`config.mk`:
```
export PLATFORM = sky130hd
export DESIGN_NAME = phy_operating_mode_config
export DESIGN_NICKNAME = d
export VERILOG_FILES = /design/src/core/phy_mode_pkg.sv /design/src/core/port_mode_regs.sv /design/src/core/serdes_cmd_exec.sv /design/src/core/phy_operating_mode_config.sv
export VERILOG_INCLUDE_DIRS = /design/src /design/src/core
export SDC_FILE = /design/constraint.sdc
export NUM_CORES = 1
export LEC_CHECK = 0
export BUFFER_PORTS_ARGS = -buffer_cell sky130_fd_sc_hd__buf_2
export CAP_MARGIN = 20
export CELL_PAD_IN_SITES_DETAIL_PLACEMENT = 1
export CELL_PAD_IN_SITES_GLOBAL_PLACEMENT = 2
export CORE_MARGIN = 1
export CORE_UTILIZATION = 40
export DETAILED_ROUTE_END_ITERATION = 7
export PLACE_DENSITY = 0.93
export SETUP_SLACK_MARGIN = 0.02
export SLEW_MARGIN = 10
export SYNTH_ARGS = -nofsm -noshare
export SYNTH_HDL_FRONTEND = slang
export SYNTH_HIERARCHICAL = 1
export SYNTH_SLANG_ARGS = --single-unit
```
`constraint.sdc`:
```
create_clock -name aclk -period 5.7 [get_ports aclk]
set_clock_uncertainty 0.1 [all_clocks]
set_input_delay 1.14 -clock aclk [delete_from_list [all_inputs] [get_ports aclk]]
set_output_delay 1.14 -clock aclk [all_outputs]
set_load 0.01 [all_outputs]
```
`src/core/phy_mode_consts.svh`:
```
// Offsets, fields, reset values and timing counts of the mode register bank
`ifndef PHY_MODE_CONSTS_SVH
`define PHY_MODE_CONSTS_SVH
// ==========================================================
// Register offsets (byte addresses)
`define AXI_ADDR_W      8
`define GMODE_OFS       8'h00
`define CMD_OFS         8'h04
`define PSEL_OFS        8'h08
`define XCTL_OFS        8'h0c
`define BCTL_OFS        8'h10
`define MMODE_OFS       8'h14
`define E3_OFS          8'h18
`define E1_OFS          8'h1c
`define PSTAT_OFS       8'h20
// ==========================================================
// Field positions and codes
`define GMODE_MSB       15
`define GMODE_LSB       14
`define GMODE_SGMII     2'h0
`define GMODE_QSGMII    2'h1
`define SRST_BIT        15
`define ANEG_BIT        12
`define MACX_BIT        12
`define PREF_BIT        11
`define AMS_BIT         10
`define MEDIA_MSB       10
`define MEDIA_LSB       8
`define MEDIA_CUSFP     3'h1
`define MEDIA_1000X     3'h2
`define MEDIA_100FX     3'h3
`define MAC_ANEG_BIT    7
`define AMS_SEL_LSB     6
`define BCAST_BIT       0
`define CMD_EXEC_BIT    15
`define CMD_MASK_MSB    11
`define CMD_MASK_LSB    8
`define OP_MAC_SGMII    8'hf0
`define OP_MAC_QSGMII   8'he0
`define OP_MEDIA_1000X  8'hc1
`define OP_MEDIA_100FX  8'hd1
`define AMS_NONE        2'h0
`define AMS_COPPER      2'h1
`define AMS_SERDES      2'h2
`define CFG_NONE        2'h0
`define CFG_1000X       2'h1
`define CFG_100FX       2'h2
`define CFG_QSGMII      2'h2
`define RESP_OKAY       2'h0
`define RESP_SLVERR     2'h2
// ==========================================================
// Reset values
`define GMODE_RST       2'h0
`define BCTL_RST        16'h1000
`define MMODE_RST       16'h0000
`define E3_RST          16'h0000
`define CMD_RST         16'h0000
// ==========================================================
// Timing
`define CLK_PERIOD_PS   5000
`define SRST_TIME_NS    100
`define CMD_TIME_NS     50
`define SRST_CYCLES ((`SRST_TIME_NS*1000+`CLK_PERIOD_PS-1)/`CLK_PERIOD_PS)
`define CMD_CYCLES  ((`CMD_TIME_NS*1000+`CLK_PERIOD_PS-1)/`CLK_PERIOD_PS)
`endif

```
`src/core/phy_mode_pkg.sv`:
```
// Types shared by the mode register bank
package phy_mode_pkg;
  typedef logic [15:0] half_word_t;
  typedef enum logic [1:0] {
    W_IDLE = 2'b00,
    W_ACK  = 2'b01,
    W_RESP = 2'b11
  } wr_state_t;
  typedef enum logic [1:0] {
    R_IDLE = 2'b00,
    R_ACK  = 2'b01,
    R_DATA = 2'b11
  } rd_state_t;
  typedef enum logic {
    C_IDLE = 1'b0,
    C_RUN  = 1'b1
  } cmd_state_t;
endpackage

```
`src/core/port_mode_regs.sv`:
```
// Per-port control, pending and active mode registers
`timescale 1ns/1ps
`include "phy_mode_consts.svh"
module port_mode_regs #(
  parameter int RST_CYCLES = `SRST_CYCLES
) (
  input  wire logic                    aclk,
  input  wire logic                    aresetn,
  input  wire logic                    ce,
  input  wire logic                    bctl_we,
  input  wire logic                    mmode_we,
  input  wire logic                    e3_we,
  input  wire phy_mode_pkg::half_word_t wval,
  input  wire logic                    media_stb,
  input  wire logic [1:0]              media_cfg,
  output logic [15:0]                  bctl_r,
  output logic [15:0]                  mmode_act_r,
  output logic [15:0]                  e3_r,
  output logic [1:0]                   mcfg_r
);
  import phy_mode_pkg::*;
  logic [15:0] pend_r;
  logic [7:0]  cnt_r;
  // ==========================================================
  // Soft reset commits the pending mode
  always_ff @(posedge aclk) begin
    if (!aresetn) begin
      bctl_r      <= `BCTL_RST;
      mmode_act_r <= `MMODE_RST;
      pend_r      <= `MMODE_RST;
      e3_r        <= `E3_RST;
      mcfg_r      <= `CFG_NONE;
      cnt_r       <= 8'h00;
    end else if (ce) begin
      if (mmode_we) pend_r <= wval;
      if (e3_we) e3_r <= wval;
      if (media_stb) mcfg_r <= media_cfg;
      if (bctl_we) begin
        bctl_r <= wval;
        cnt_r  <= 8'(RST_CYCLES - 1);
      end else if (bctl_r[`SRST_BIT]) begin
        if (cnt_r == 8'h00) begin
          bctl_r[`SRST_BIT] <= 1'b0;
          mmode_act_r       <= pend_r;
        end else begin
          cnt_r <= cnt_r - 8'h01;
        end
      end
    end
  end
  // ==========================================================
  // Checks
  hold_mode_a: assert property (@(posedge aclk) disable iff (!aresetn)
    !bctl_r[`SRST_BIT] && !bctl_we |=> $stable(mmode_act_r))
    else $error("active mode changed without soft reset");
  commit_a: assert property (@(posedge aclk) disable iff (!aresetn)
    $fell(bctl_r[`SRST_BIT]) && !$past(bctl_we)
    |-> mmode_act_r == $past(pend_r))
    else $error("soft reset end did not commit pending mode");
  srst_len_a: assert property (@(posedge aclk) disable iff (!aresetn)
    bctl_r[`SRST_BIT] && cnt_r != 8'h00 && !bctl_we |=> bctl_r[`SRST_BIT])
    else $error("soft reset ended too early");
  srst_load_a: assert property (@(posedge aclk) disable iff (!aresetn)
    ce && bctl_we && wval[`SRST_BIT]
    |=> bctl_r[`SRST_BIT] && cnt_r == 8'(RST_CYCLES - 1))
    else $error("soft reset count not loaded");
endmodule // port_mode_regs

```
`src/core/serdes_cmd_exec.sv`:
```
// Global SerDes command register and its timed executor
`timescale 1ns/1ps
`include "phy_mode_consts.svh"
module serdes_cmd_exec #(
  parameter int CMD_CYCLES = `CMD_CYCLES
) (
  input  wire logic                    aclk,
  input  wire logic                    aresetn,
  input  wire logic                    ce,
  input  wire logic                    cmd_we,
  input  wire phy_mode_pkg::half_word_t wval,
  output logic [15:0]                  cmd_r,
  output logic [1:0]                   mac_prep_r,
  output logic                         media_stb_r,
  output logic [3:0]                   media_mask_r,
  output logic [1:0]                   media_cfg_r
);
  import phy_mode_pkg::*;
  cmd_state_t st_r;
  logic [7:0] cnt_r;
  wire  [7:0] op        = cmd_r[7:0];
  wire        is_mac_s  = op == `OP_MAC_SGMII;
  wire        is_mac_q  = op == `OP_MAC_QSGMII;
  wire        is_med_x  = op == `OP_MEDIA_1000X;
  wire        is_med_f  = op == `OP_MEDIA_100FX;
  wire        done      = st_r == C_RUN && cnt_r == 8'h00;
  // ==========================================================
  // Executor
  always_ff @(posedge aclk) begin
    if (!aresetn) begin
      st_r         <= C_IDLE;
      cnt_r        <= 8'h00;
      cmd_r        <= `CMD_RST;
      mac_prep_r   <= `CFG_NONE;
      media_stb_r  <= 1'b0;
      media_mask_r <= 4'h0;
      media_cfg_r  <= `CFG_NONE;
    end else if (ce) begin
      media_stb_r <= 1'b0;
      if (st_r == C_IDLE && cmd_we) begin
        cmd_r <= wval;
        cnt_r <= 8'(CMD_CYCLES - 1);
        if (wval[`CMD_EXEC_BIT]) st_r <= C_RUN;
      end else if (done) begin
        st_r                <= C_IDLE;
        cmd_r[`CMD_EXEC_BIT] <= 1'b0;
        if (is_mac_s) mac_prep_r <= `CFG_1000X;
        if (is_mac_q) mac_prep_r <= `CFG_QSGMII;
        if (is_med_x || is_med_f) begin
          media_stb_r  <= 1'b1;
          media_mask_r <= cmd_r[`CMD_MASK_MSB:`CMD_MASK_LSB];
          media_cfg_r  <= is_med_x ? `CFG_1000X : `CFG_100FX;
        end
      end else if (st_r == C_RUN) begin
        cnt_r <= cnt_r - 8'h01;
      end
    end
  end
  // ==========================================================
  // Checks
  mask_match_a: assert property (@(posedge aclk) disable iff (!aresetn)
    media_stb_r |-> media_mask_r == cmd_r[`CMD_MASK_MSB:`CMD_MASK_LSB]
      && !cmd_r[`CMD_EXEC_BIT])
    else $error("media command mask differs from command");
  stb_pulse_a: assert property (@(posedge aclk) disable iff (!aresetn)
    media_stb_r && ce |=> !media_stb_r)
    else $error("media strobe longer than one cycle");
endmodule // serdes_cmd_exec

```
`src/core/phy_operating_mode_config.sv`:
```
// Operating-mode register bank of a four-port PHY behind AXI4-Lite
`timescale 1ns/1ps
`include "phy_mode_consts.svh"

module phy_operating_mode_config #(
  parameter int SRST_CYCLES = `SRST_CYCLES,
  parameter int CMD_CYCLES  = `CMD_CYCLES
) (
  input  wire logic                   aclk,
  input  wire logic                   aresetn,
  input  wire logic                   ce,
  input  wire logic [`AXI_ADDR_W-1:0] awaddr,
  input  wire logic [2:0]             awprot,
  input  wire logic                   awvalid,
  output logic                        awready,
  input  wire logic [31:0]            wdata,
  input  wire logic [3:0]             wstrb,
  input  wire logic                   wvalid,
  output logic                        wready,
  output logic [1:0]                  bresp,
  output logic                        bvalid,
  input  wire logic                   bready,
  input  wire logic [`AXI_ADDR_W-1:0] araddr,
  input  wire logic [2:0]             arprot,
  input  wire logic                   arvalid,
  output logic                        arready,
  output logic [31:0]                 rdata,
  output logic [1:0]                  rresp,
  output logic                        rvalid,
  input  wire logic                   rready,
  input  wire logic [3:0]             copper_link_in,
  input  wire logic [3:0]             serdes_link_in,
  output logic                        mac_if_qsgmii,
  output logic [1:0]                  mac_serdes_prep,
  output logic                        qsgmii_lane0_only,
  output logic [3:0]                  port_framing_1000x,
  output logic [3:0]                  port_speed_1000_only,
  output logic [11:0]                 port_media_mode,
  output logic [3:0]                  port_ams_en,
  output logic [7:0]                  port_media_sel,
  output logic [3:0]                  port_aneg_en,
  output logic [3:0]                  port_mac_aneg_en,
  output logic [7:0]                  port_media_cfg
);
  import phy_mode_pkg::*;
  localparam int PORTS = 4;

  // ==========================================================
  // Helpers
  function automatic logic addr_ok(input logic [`AXI_ADDR_W-1:0] a);
    addr_ok = a == `GMODE_OFS || a == `CMD_OFS || a == `PSEL_OFS ||
              a == `XCTL_OFS || a == `BCTL_OFS || a == `MMODE_OFS ||
              a == `E3_OFS || a == `E1_OFS || a == `PSTAT_OFS;
  endfunction

  function automatic logic [15:0] merge16(input logic [15:0] old,
                                          input logic [15:0] nw,
                                          input logic [1:0]  strb);
    merge16 = {strb[1] ? nw[15:8] : old[15:8],
               strb[0] ? nw[7:0] : old[7:0]};
  endfunction

  // ==========================================================
  // State
  wr_state_t              wst_r;
  rd_state_t              rst_r;
  logic [`AXI_ADDR_W-1:0] waddr_r;
  logic [`AXI_ADDR_W-1:0] raddr_r;
  logic [15:0]            wdata_r;
  logic [1:0]             wstrb_r;
  logic [1:0]             gmode_r;
  logic [1:0]             psel_r;
  logic                   bcast_r;
  logic [3:0]             cu_s1_r;
  logic [3:0]             cu_s2_r;
  logic [3:0]             sd_s1_r;
  logic [3:0]             sd_s2_r;
  logic [1:0]             ams_sel_r [PORTS];
  logic [15:0]            bctl_q    [PORTS];
  logic [15:0]            mmode_q   [PORTS];
  logic [15:0]            e3_q      [PORTS];
  logic [1:0]             mcfg_q    [PORTS];
  logic [15:0]            pstat_w   [PORTS];
  logic [1:0]             ams_nxt   [PORTS];
  logic [15:0]            cmd_q;
  logic [1:0]             mac_prep;
  logic                   media_stb;
  logic [3:0]             media_mask;
  logic [1:0]             media_cfg;

  // ==========================================================
  // Access decode
  wire wr_start = ce && wst_r == W_IDLE && rst_r == R_IDLE &&
                  awvalid && wvalid;
  wire rd_start = ce && rst_r == R_IDLE && wst_r == W_IDLE &&
                  arvalid && !(awvalid && wvalid);
  wire wr_go    = ce && wst_r == W_ACK;
  wire [`AXI_ADDR_W-1:0] acc_addr = (wst_r != W_IDLE) ? waddr_r : raddr_r;
  wire acc_ok   = addr_ok(acc_addr);
  wire [15:0] rd_val =
    (acc_addr == `GMODE_OFS) ? {gmode_r, 14'h0000} :
    (acc_addr == `CMD_OFS)   ? cmd_q :
    (acc_addr == `PSEL_OFS)  ? {14'h0000, psel_r} :
    (acc_addr == `XCTL_OFS)  ? {15'h0000, bcast_r} :
    (acc_addr == `BCTL_OFS)  ? bctl_q[psel_r] :
    (acc_addr == `MMODE_OFS) ? mmode_q[psel_r] :
    (acc_addr == `E3_OFS)    ? e3_q[psel_r] :
    (acc_addr == `E1_OFS)    ? {8'h00, ams_sel_r[psel_r], 6'h00} :
    (acc_addr == `PSTAT_OFS) ? pstat_w[psel_r] : 16'h0000;
  wire [15:0] wval     = merge16(rd_val, wdata_r, wstrb_r);
  wire [1:0]  wr_gmode = wval[`GMODE_MSB:`GMODE_LSB];
  wire gmode_legal     = wr_gmode == `GMODE_SGMII ||
                         wr_gmode == `GMODE_QSGMII;
  wire we_gmode = wr_go && waddr_r == `GMODE_OFS && gmode_legal;
  wire we_cmd   = wr_go && waddr_r == `CMD_OFS;
  wire we_psel  = wr_go && waddr_r == `PSEL_OFS;
  wire we_xctl  = wr_go && waddr_r == `XCTL_OFS;
  wire is_qsgmii = gmode_r == `GMODE_QSGMII;

  // ==========================================================
  // AXI4-Lite write channel
  always_ff @(posedge aclk) begin
    if (!aresetn) begin
      wst_r   <= W_IDLE;
      awready <= 1'b0;
      wready  <= 1'b0;
      bvalid  <= 1'b0;
      bresp   <= `RESP_OKAY;
      waddr_r <= '0;
      wdata_r <= 16'h0000;
      wstrb_r <= 2'h0;
    end else if (ce) begin
      case (wst_r)
        W_IDLE: begin
          if (wr_start) begin
            awready <= 1'b1;
            wready  <= 1'b1;
            waddr_r <= awaddr;
            wdata_r <= wdata[15:0];
            wstrb_r <= wstrb[1:0];
            wst_r   <= W_ACK;
          end
        end
        W_ACK: begin
          awready <= 1'b0;
          wready  <= 1'b0;
          bvalid  <= 1'b1;
          bresp   <= acc_ok ? `RESP_OKAY : `RESP_SLVERR;
          wst_r   <= W_RESP;
        end
        W_RESP: begin
          if (bready) begin
            bvalid <= 1'b0;
            wst_r  <= W_IDLE;
          end
        end
        default: wst_r <= W_IDLE;
      endcase
    end
  end

  // ==========================================================
  // AXI4-Lite read channel
  always_ff @(posedge aclk) begin
    if (!aresetn) begin
      rst_r   <= R_IDLE;
      arready <= 1'b0;
      rvalid  <= 1'b0;
      rdata   <= 32'h0000_0000;
      rresp   <= `RESP_OKAY;
      raddr_r <= '0;
    end else if (ce) begin
      case (rst_r)
        R_IDLE: begin
          if (rd_start) begin
            arready <= 1'b1;
            raddr_r <= araddr;
            rst_r   <= R_ACK;
          end
        end
        R_ACK: begin
          arready <= 1'b0;
          rvalid  <= 1'b1;
          rdata   <= {16'h0000, rd_val};
          rresp   <= acc_ok ? `RESP_OKAY : `RESP_SLVERR;
          rst_r   <= R_DATA;
        end
        R_DATA: begin
          if (rready) begin
            rvalid <= 1'b0;
            rst_r  <= R_IDLE;
          end
        end
        default: rst_r <= R_IDLE;
      endcase
    end
  end

  // ==========================================================
  // Global registers and link synchronisers
  always_ff @(posedge aclk) begin
    if (!aresetn) begin
      gmode_r <= `GMODE_RST;
      psel_r  <= 2'h0;
      bcast_r <= 1'b0;
      cu_s1_r <= 4'h0;
      cu_s2_r <= 4'h0;
      sd_s1_r <= 4'h0;
      sd_s2_r <= 4'h0;
    end else if (ce) begin
      if (we_gmode) gmode_r <= wr_gmode;
      if (we_psel) psel_r <= wval[1:0];
      if (we_xctl) bcast_r <= wval[`BCAST_BIT];
      cu_s1_r <= copper_link_in;
      cu_s2_r <= cu_s1_r;
      sd_s1_r <= serdes_link_in;
      sd_s2_r <= sd_s1_r;
    end
  end

  // ==========================================================
  // Global SerDes command executor
  serdes_cmd_exec #(
    .CMD_CYCLES (CMD_CYCLES)
  ) u_cmd (
    .aclk         (aclk),
    .aresetn      (aresetn),
    .ce           (ce),
    .cmd_we       (we_cmd),
    .wval         (wval),
    .cmd_r        (cmd_q),
    .mac_prep_r   (mac_prep),
    .media_stb_r  (media_stb),
    .media_mask_r (media_mask),
    .media_cfg_r  (media_cfg)
  );

  // ==========================================================
  // Per-port banks and outputs
  genvar i;
  generate
    for (i = 0; i < PORTS; i++) begin : g_port
      wire hit = bcast_r || psel_r == 2'(i);
      wire cu  = cu_s2_r[i];
      wire sd  = sd_s2_r[i];
      port_mode_regs #(
        .RST_CYCLES (SRST_CYCLES)
      ) u_port (
        .aclk        (aclk),
        .aresetn     (aresetn),
        .ce          (ce),
        .bctl_we     (wr_go && hit && waddr_r == `BCTL_OFS),
        .mmode_we    (wr_go && hit && waddr_r == `MMODE_OFS),
        .e3_we       (wr_go && hit && waddr_r == `E3_OFS),
        .wval        (wval),
        .media_stb   (media_stb && media_mask[i]),
        .media_cfg   (media_cfg),
        .bctl_r      (bctl_q[i]),
        .mmode_act_r (mmode_q[i]),
        .e3_r        (e3_q[i]),
        .mcfg_r      (mcfg_q[i])
      );
      assign pstat_w[i] = {12'h000, mcfg_q[i], is_qsgmii,
                           mmode_q[i][`MACX_BIT] && !is_qsgmii};
      assign ams_nxt[i] =
        !mmode_q[i][`AMS_BIT] ? `AMS_NONE :
        (cu && sd) ? (mmode_q[i][`PREF_BIT] ? `AMS_SERDES : `AMS_COPPER) :
        cu ? `AMS_COPPER : sd ? `AMS_SERDES : `AMS_NONE;
      always_ff @(posedge aclk) begin
        if (!aresetn) begin
          ams_sel_r[i]               <= `AMS_NONE;
          port_framing_1000x[i]      <= 1'b0;
          port_speed_1000_only[i]    <= 1'b0;
          port_media_mode[3*i +: 3]  <= 3'h0;
          port_ams_en[i]             <= 1'b0;
          port_media_sel[2*i +: 2]   <= `AMS_NONE;
          port_aneg_en[i]            <= 1'b0;
          port_mac_aneg_en[i]        <= 1'b0;
          port_media_cfg[2*i +: 2]   <= `CFG_NONE;
        end else if (ce) begin
          ams_sel_r[i]              <= ams_nxt[i];
          port_framing_1000x[i]     <= mmode_q[i][`MACX_BIT];
          port_speed_1000_only[i]   <= mmode_q[i][`MACX_BIT] &&
                                       !is_qsgmii;
          port_media_mode[3*i +: 3] <=
            mmode_q[i][`MEDIA_MSB:`MEDIA_LSB];
          port_ams_en[i]            <= mmode_q[i][`AMS_BIT];
          port_media_sel[2*i +: 2]  <= ams_sel_r[i];
          port_aneg_en[i]           <= bctl_q[i][`ANEG_BIT];
          port_mac_aneg_en[i]       <= e3_q[i][`MAC_ANEG_BIT];
          port_media_cfg[2*i +: 2]  <= mcfg_q[i];
        end
      end
    end
  endgenerate

  always_ff @(posedge aclk) begin
    if (!aresetn) begin
      mac_if_qsgmii     <= 1'b0;
      mac_serdes_prep   <= `CFG_NONE;
      qsgmii_lane0_only <= 1'b0;
    end else if (ce) begin
      mac_if_qsgmii     <= is_qsgmii;
      mac_serdes_prep   <= mac_prep;
      qsgmii_lane0_only <= is_qsgmii && (|port_media_mode);
    end
  end

  // ==========================================================
  // Checks
  gmode_reserved_a: assert property (@(posedge aclk) disable iff (!aresetn)
    wr_go && waddr_r == `GMODE_OFS && !gmode_legal |=> $stable(gmode_r))
    else $error("reserved global mode code was stored");
  speed_lock_a: assert property (@(posedge aclk) disable iff (!aresetn)
    port_framing_1000x[0] && !mac_if_qsgmii |-> port_speed_1000_only[0])
    else $error("1000BASE-X MAC port not locked to 1000 Mbps");
  qsgmii_speed_a: assert property (@(posedge aclk) disable iff (!aresetn)
    mac_if_qsgmii && $stable(mac_if_qsgmii) |-> port_speed_1000_only == 4'h0)
    else $error("QSGMII port limited in speed");
  bcast_all_a: assert property (@(posedge aclk) disable iff (!aresetn)
    wr_go && bcast_r && waddr_r == `E3_OFS && wstrb_r == 2'h3
    |=> e3_q[0] == e3_q[1] && e3_q[2] == e3_q[3] && e3_q[0] == e3_q[3])
    else $error("broadcast write missed a port");
  read_active_a: assert property (@(posedge aclk) disable iff (!aresetn)
    ce && rst_r == R_ACK && raddr_r == `MMODE_OFS
    |=> rdata[15:0] == $past(mmode_q[psel_r]))
    else $error("main mode read did not return active mode");
  bresp_hold_a: assert property (@(posedge aclk) disable iff (!aresetn)
    bvalid && !bready |=> bvalid && $stable(bresp))
    else $error("write response dropped before bready");
  ams_off_a: assert property (@(posedge aclk) disable iff (!aresetn)
    ce && !mmode_q[1][`AMS_BIT] ##1 ce |=> port_media_sel[3:2] == `AMS_NONE)
    else $error("auto media choice reported while disabled");
endmodule // phy_operating_mode_config

```
==> results.md <==
- Final ANT Viol Nets: 0
- Final GP Congestion: 0.937
- Core footprint: 0.0516 mm²
- Number of DRC markers in iteration 0: 1104
- Clk root buf: clkbuf_16
- Net Switching: 1.78 mW
- Synth warnings: 6
- Routed WL: 70500 µm
- # DRC: 0
- CP Class: reg -> reg
- Vias in the first global route: 18434
- DPL Wire Length: 47000 µm
- Starting Density: 40.7%
- Clk buf depth: 3
- CP bufs+invs: 0
- Tmin final: 4480 ps
- Via count: 17608
- Worst reg2reg startpoint: wst_r[0]
- Worst skew pair latency: 610 ps
- First-pass GRT wire length: 108000 µm
- # resized after CTS: 0
- Crit path DAT: 4890 ps
- FMAX: 223 MHz
- RSZ-0062 raised after global routing: no
- Cts bufs inserted: 51
- Post-DR vias/cell: 5.69
- Net Sw Frac: 24.5%
- Post-Syn Area: 0.0210 mm²
- Yosys cell types: 85
- Max-capacitance violation count: 0
- Crit path cell chain: or2_1 > a32oi_4 > nor3_2 > a22oi_1 > a31oi_2 > nand2_1 > a21oi_1
- Worst-path clk slew: 60 ps
- Pre-Repair DR Iteration Count: 5
- Worst hold path class: reg -> reg
- Worst Tran Pin Value: 1160 ps
- Pwr Density: 306 mW/mm²
- Dpl ws: 974 ps
- CP delay by family, top: compound AO/OA/AOI/OAI gates
- Highest fanout seen on the critical path: 16
- Area delta synth->final: 13.0%
- IO Count: 167
- Clock power share: 47.0%
- Syn Inst Count: 2318
- Hold_sp: g_port[3].u_port/e3_r[2]
- Simple-gate portion of the synthesized area: 22.5%
- Synth Area per Inst: 9.06 µm²
- Sequential Power Share: 46.4%
- Main combinational cell family by area after synthesis: simple AND/OR/NAND/NOR gates
- Post-synthesis compound-gate area fraction: 13.8%
- Total gr overflow: 0
- Crit end category: register
- Post-synthesis mux area share: 13.0%
- Filler cells: 5937
- CP Launch Type: register
- Setup crit start: wst_r[0]
- Power share of the combinational group: 6.6%
- Site Rows: 83
- Setup repair bufs after CTS: 0
- Port Buffers: 124
- Post-synth EDFFs: 8
- Synth Flop Type: dfxtp_1
- Die span in y: 231 µm
- GRT Total Usage: 26.2%
- Initial antenna violation count: 0
- Post-synthesis adder-cell area fraction: 0.536%
- Max-slew violation count: 0
- Setup Viol. Count Final: 0
- Routed WL per cell: 22.8 µm
- Period utilization: 78.6%
- Most frequent cells in the layout: nand2_1 (546), dfxtp_1 (459), a21oi_1 (164)
- Hold Buf Count CTS: 0
- H-tree Lvls: 2
- Setup slack after layout: 1220 ps
- Largest stage delay on the critical path: 960 ps
- Slew margin rel.: 22.3%
- Top-area cell type share of the netlist area: 44.0%
- Setup TNS: 0 ps
- Area leader, netlist: dfxtp_1
- CTS tree: yes
- Required @ worst endpoint: 6110 ps
- Die width: 231 µm
- Hold Fails Final Rpt: 0
- P_int: 5.47 mW
- Post-synthesis xor/xnor area fraction: 0.334%
- Commonest non-fill, non-tap cell in the layout: nand2_1
- Pin count of the biggest net entering global routing: 141
- Leak: 8.24 nW
- Sink Count: 469
- DIE AREA: 0.0534 mm²
- Synth top area cells: dfxtp_1 (44%), nand2_1 (9.8%), mux2i_1 (7.0%)
- Worst VDD drop: 0.229 mV
- Yosys reg bits: 469
- Sequential share of the synthesized area: 45.1%
- Status: finished, final reports clean
- Asr flop ratio synth: 0%
- CP max stage cell: a31oi_2
- Layout cells sized above 1: 14.5%
- Fin nets: 2455
routing by layer:
| layer | global-route usage (%) | part of all wire (%) | up-vias | routed length [µm] |
|---|---|---|---|---|
| met4 | 10.9 | 4.2 | 0 | 2950 |
| met2 | 44.6 | 48 | 516 | 33800 |
| met1 | 32.7 | 42 | 8888 | 29900 |
| met3 | 4.34 | 5.6 | 142 | 3910 |
| li1 | - | - | 8062 | - |
| met5 | 0 | 0 | - | 0 |
flip-flops by register name, indices dropped and copies added (netlist names), 8 cells and up, named ones only:
register and flops:
ams_sel_r 8, g_port.u_port/bctl_r 64, g_port.u_port/cnt_r 32, g_port.u_port/e3_r 64, g_port.u_port/mcfg_r 8, g_port.u_port/mmode_act_r 64, g_port.u_port/pend_r 64, port_media_cfg 8
port_media_mode 12, port_media_sel 8, raddr_r 8, rdata 16, u_cmd/cmd_r 16, u_cmd/cnt_r 8, waddr_r 8, wdata_r 16
cells in the mapped netlist, drive strengths merged, types with 18 or more instances:
| master | n |
|---|---|
| buf | 62 |
| nor2b | 139 |
| a21oi | 166 |
| mux4 | 51 |
| nor2 | 66 |
| mux2i | 148 |
| nand2b | 20 |
| dfxtp | 461 |
| o21ai | 47 |
| or3 | 18 |
| nand3 | 49 |
| inv | 42 |
| clkbuf | 106 |
| nor3 | 21 |
| a21boi | 124 |
| and2 | 34 |
| nor4 | 25 |
| nand2 | 546 |
kinds of logic after synthesis:
kind of cell / after synthesis
DFF: 469
adders and majority gates: 9
other: 1
and+or+nand+nor: 976
muxes: 206
xor gates and xnor gates: 8
buffers and inverters: 210
AOI/OAI and AO/OA: 439
stage by stage:
step,area [µm²],hold slack [ps],power (mW),utilization [%],cells
floorplan,21100,333,3.74,-,2335
global placement,22000,338,3.89,42.6,2997
detailed placement,22000,349,3.90,42.6,2997
CTS,23700,357,7.29,45.9,3091
global route,23700,373,7.46,46.0,3093
finish,23700,357,7.25,46.0,3094
power by group through the flow:
stage	Clock, mW	Combinational, mW	Sequential (mW)
after floorplan	0	0.315	3.43
after global placement	0	0.458	3.43
after detailed placement	0	0.468	3.44
after CTS	3.45	0.471	3.36
after global routing	3.59	0.509	3.37
final	3.40	0.479	3.37
worst paths after layout:
check	to	slack [ps]	cells after the start
setup / recovery	g_port[1].u_port/pend_r[9]	1220	7
setup reg to reg	g_port[1].u_port/pend_r[9]	1220	7
hold reg to reg	g_port[3].u_port/e3_r[2]	360	2
hold / removal	g_port[3].u_port/e3_r[2]	360	2
area by class of cell:
type                    instances  area (µm²)  area share, %
flip-flops and latches        469        9470           39.9
clock buffers                  73        1520           6.41
diodes                          1        2.50         0.0105
multi-input cells            1656       10700           44.9
inverters                      42         158          0.665
repair buffers                152         850           3.58
clock inverters                21         209          0.881
well taps                     680         851           3.59
worst min-delay path, stage by stage (launching register included):
cell and delay [ps]:
dfxtp_1 310, nand2_1 50, a21oi_1 50
Note: power is estimated with default switching activity, not from simulation.
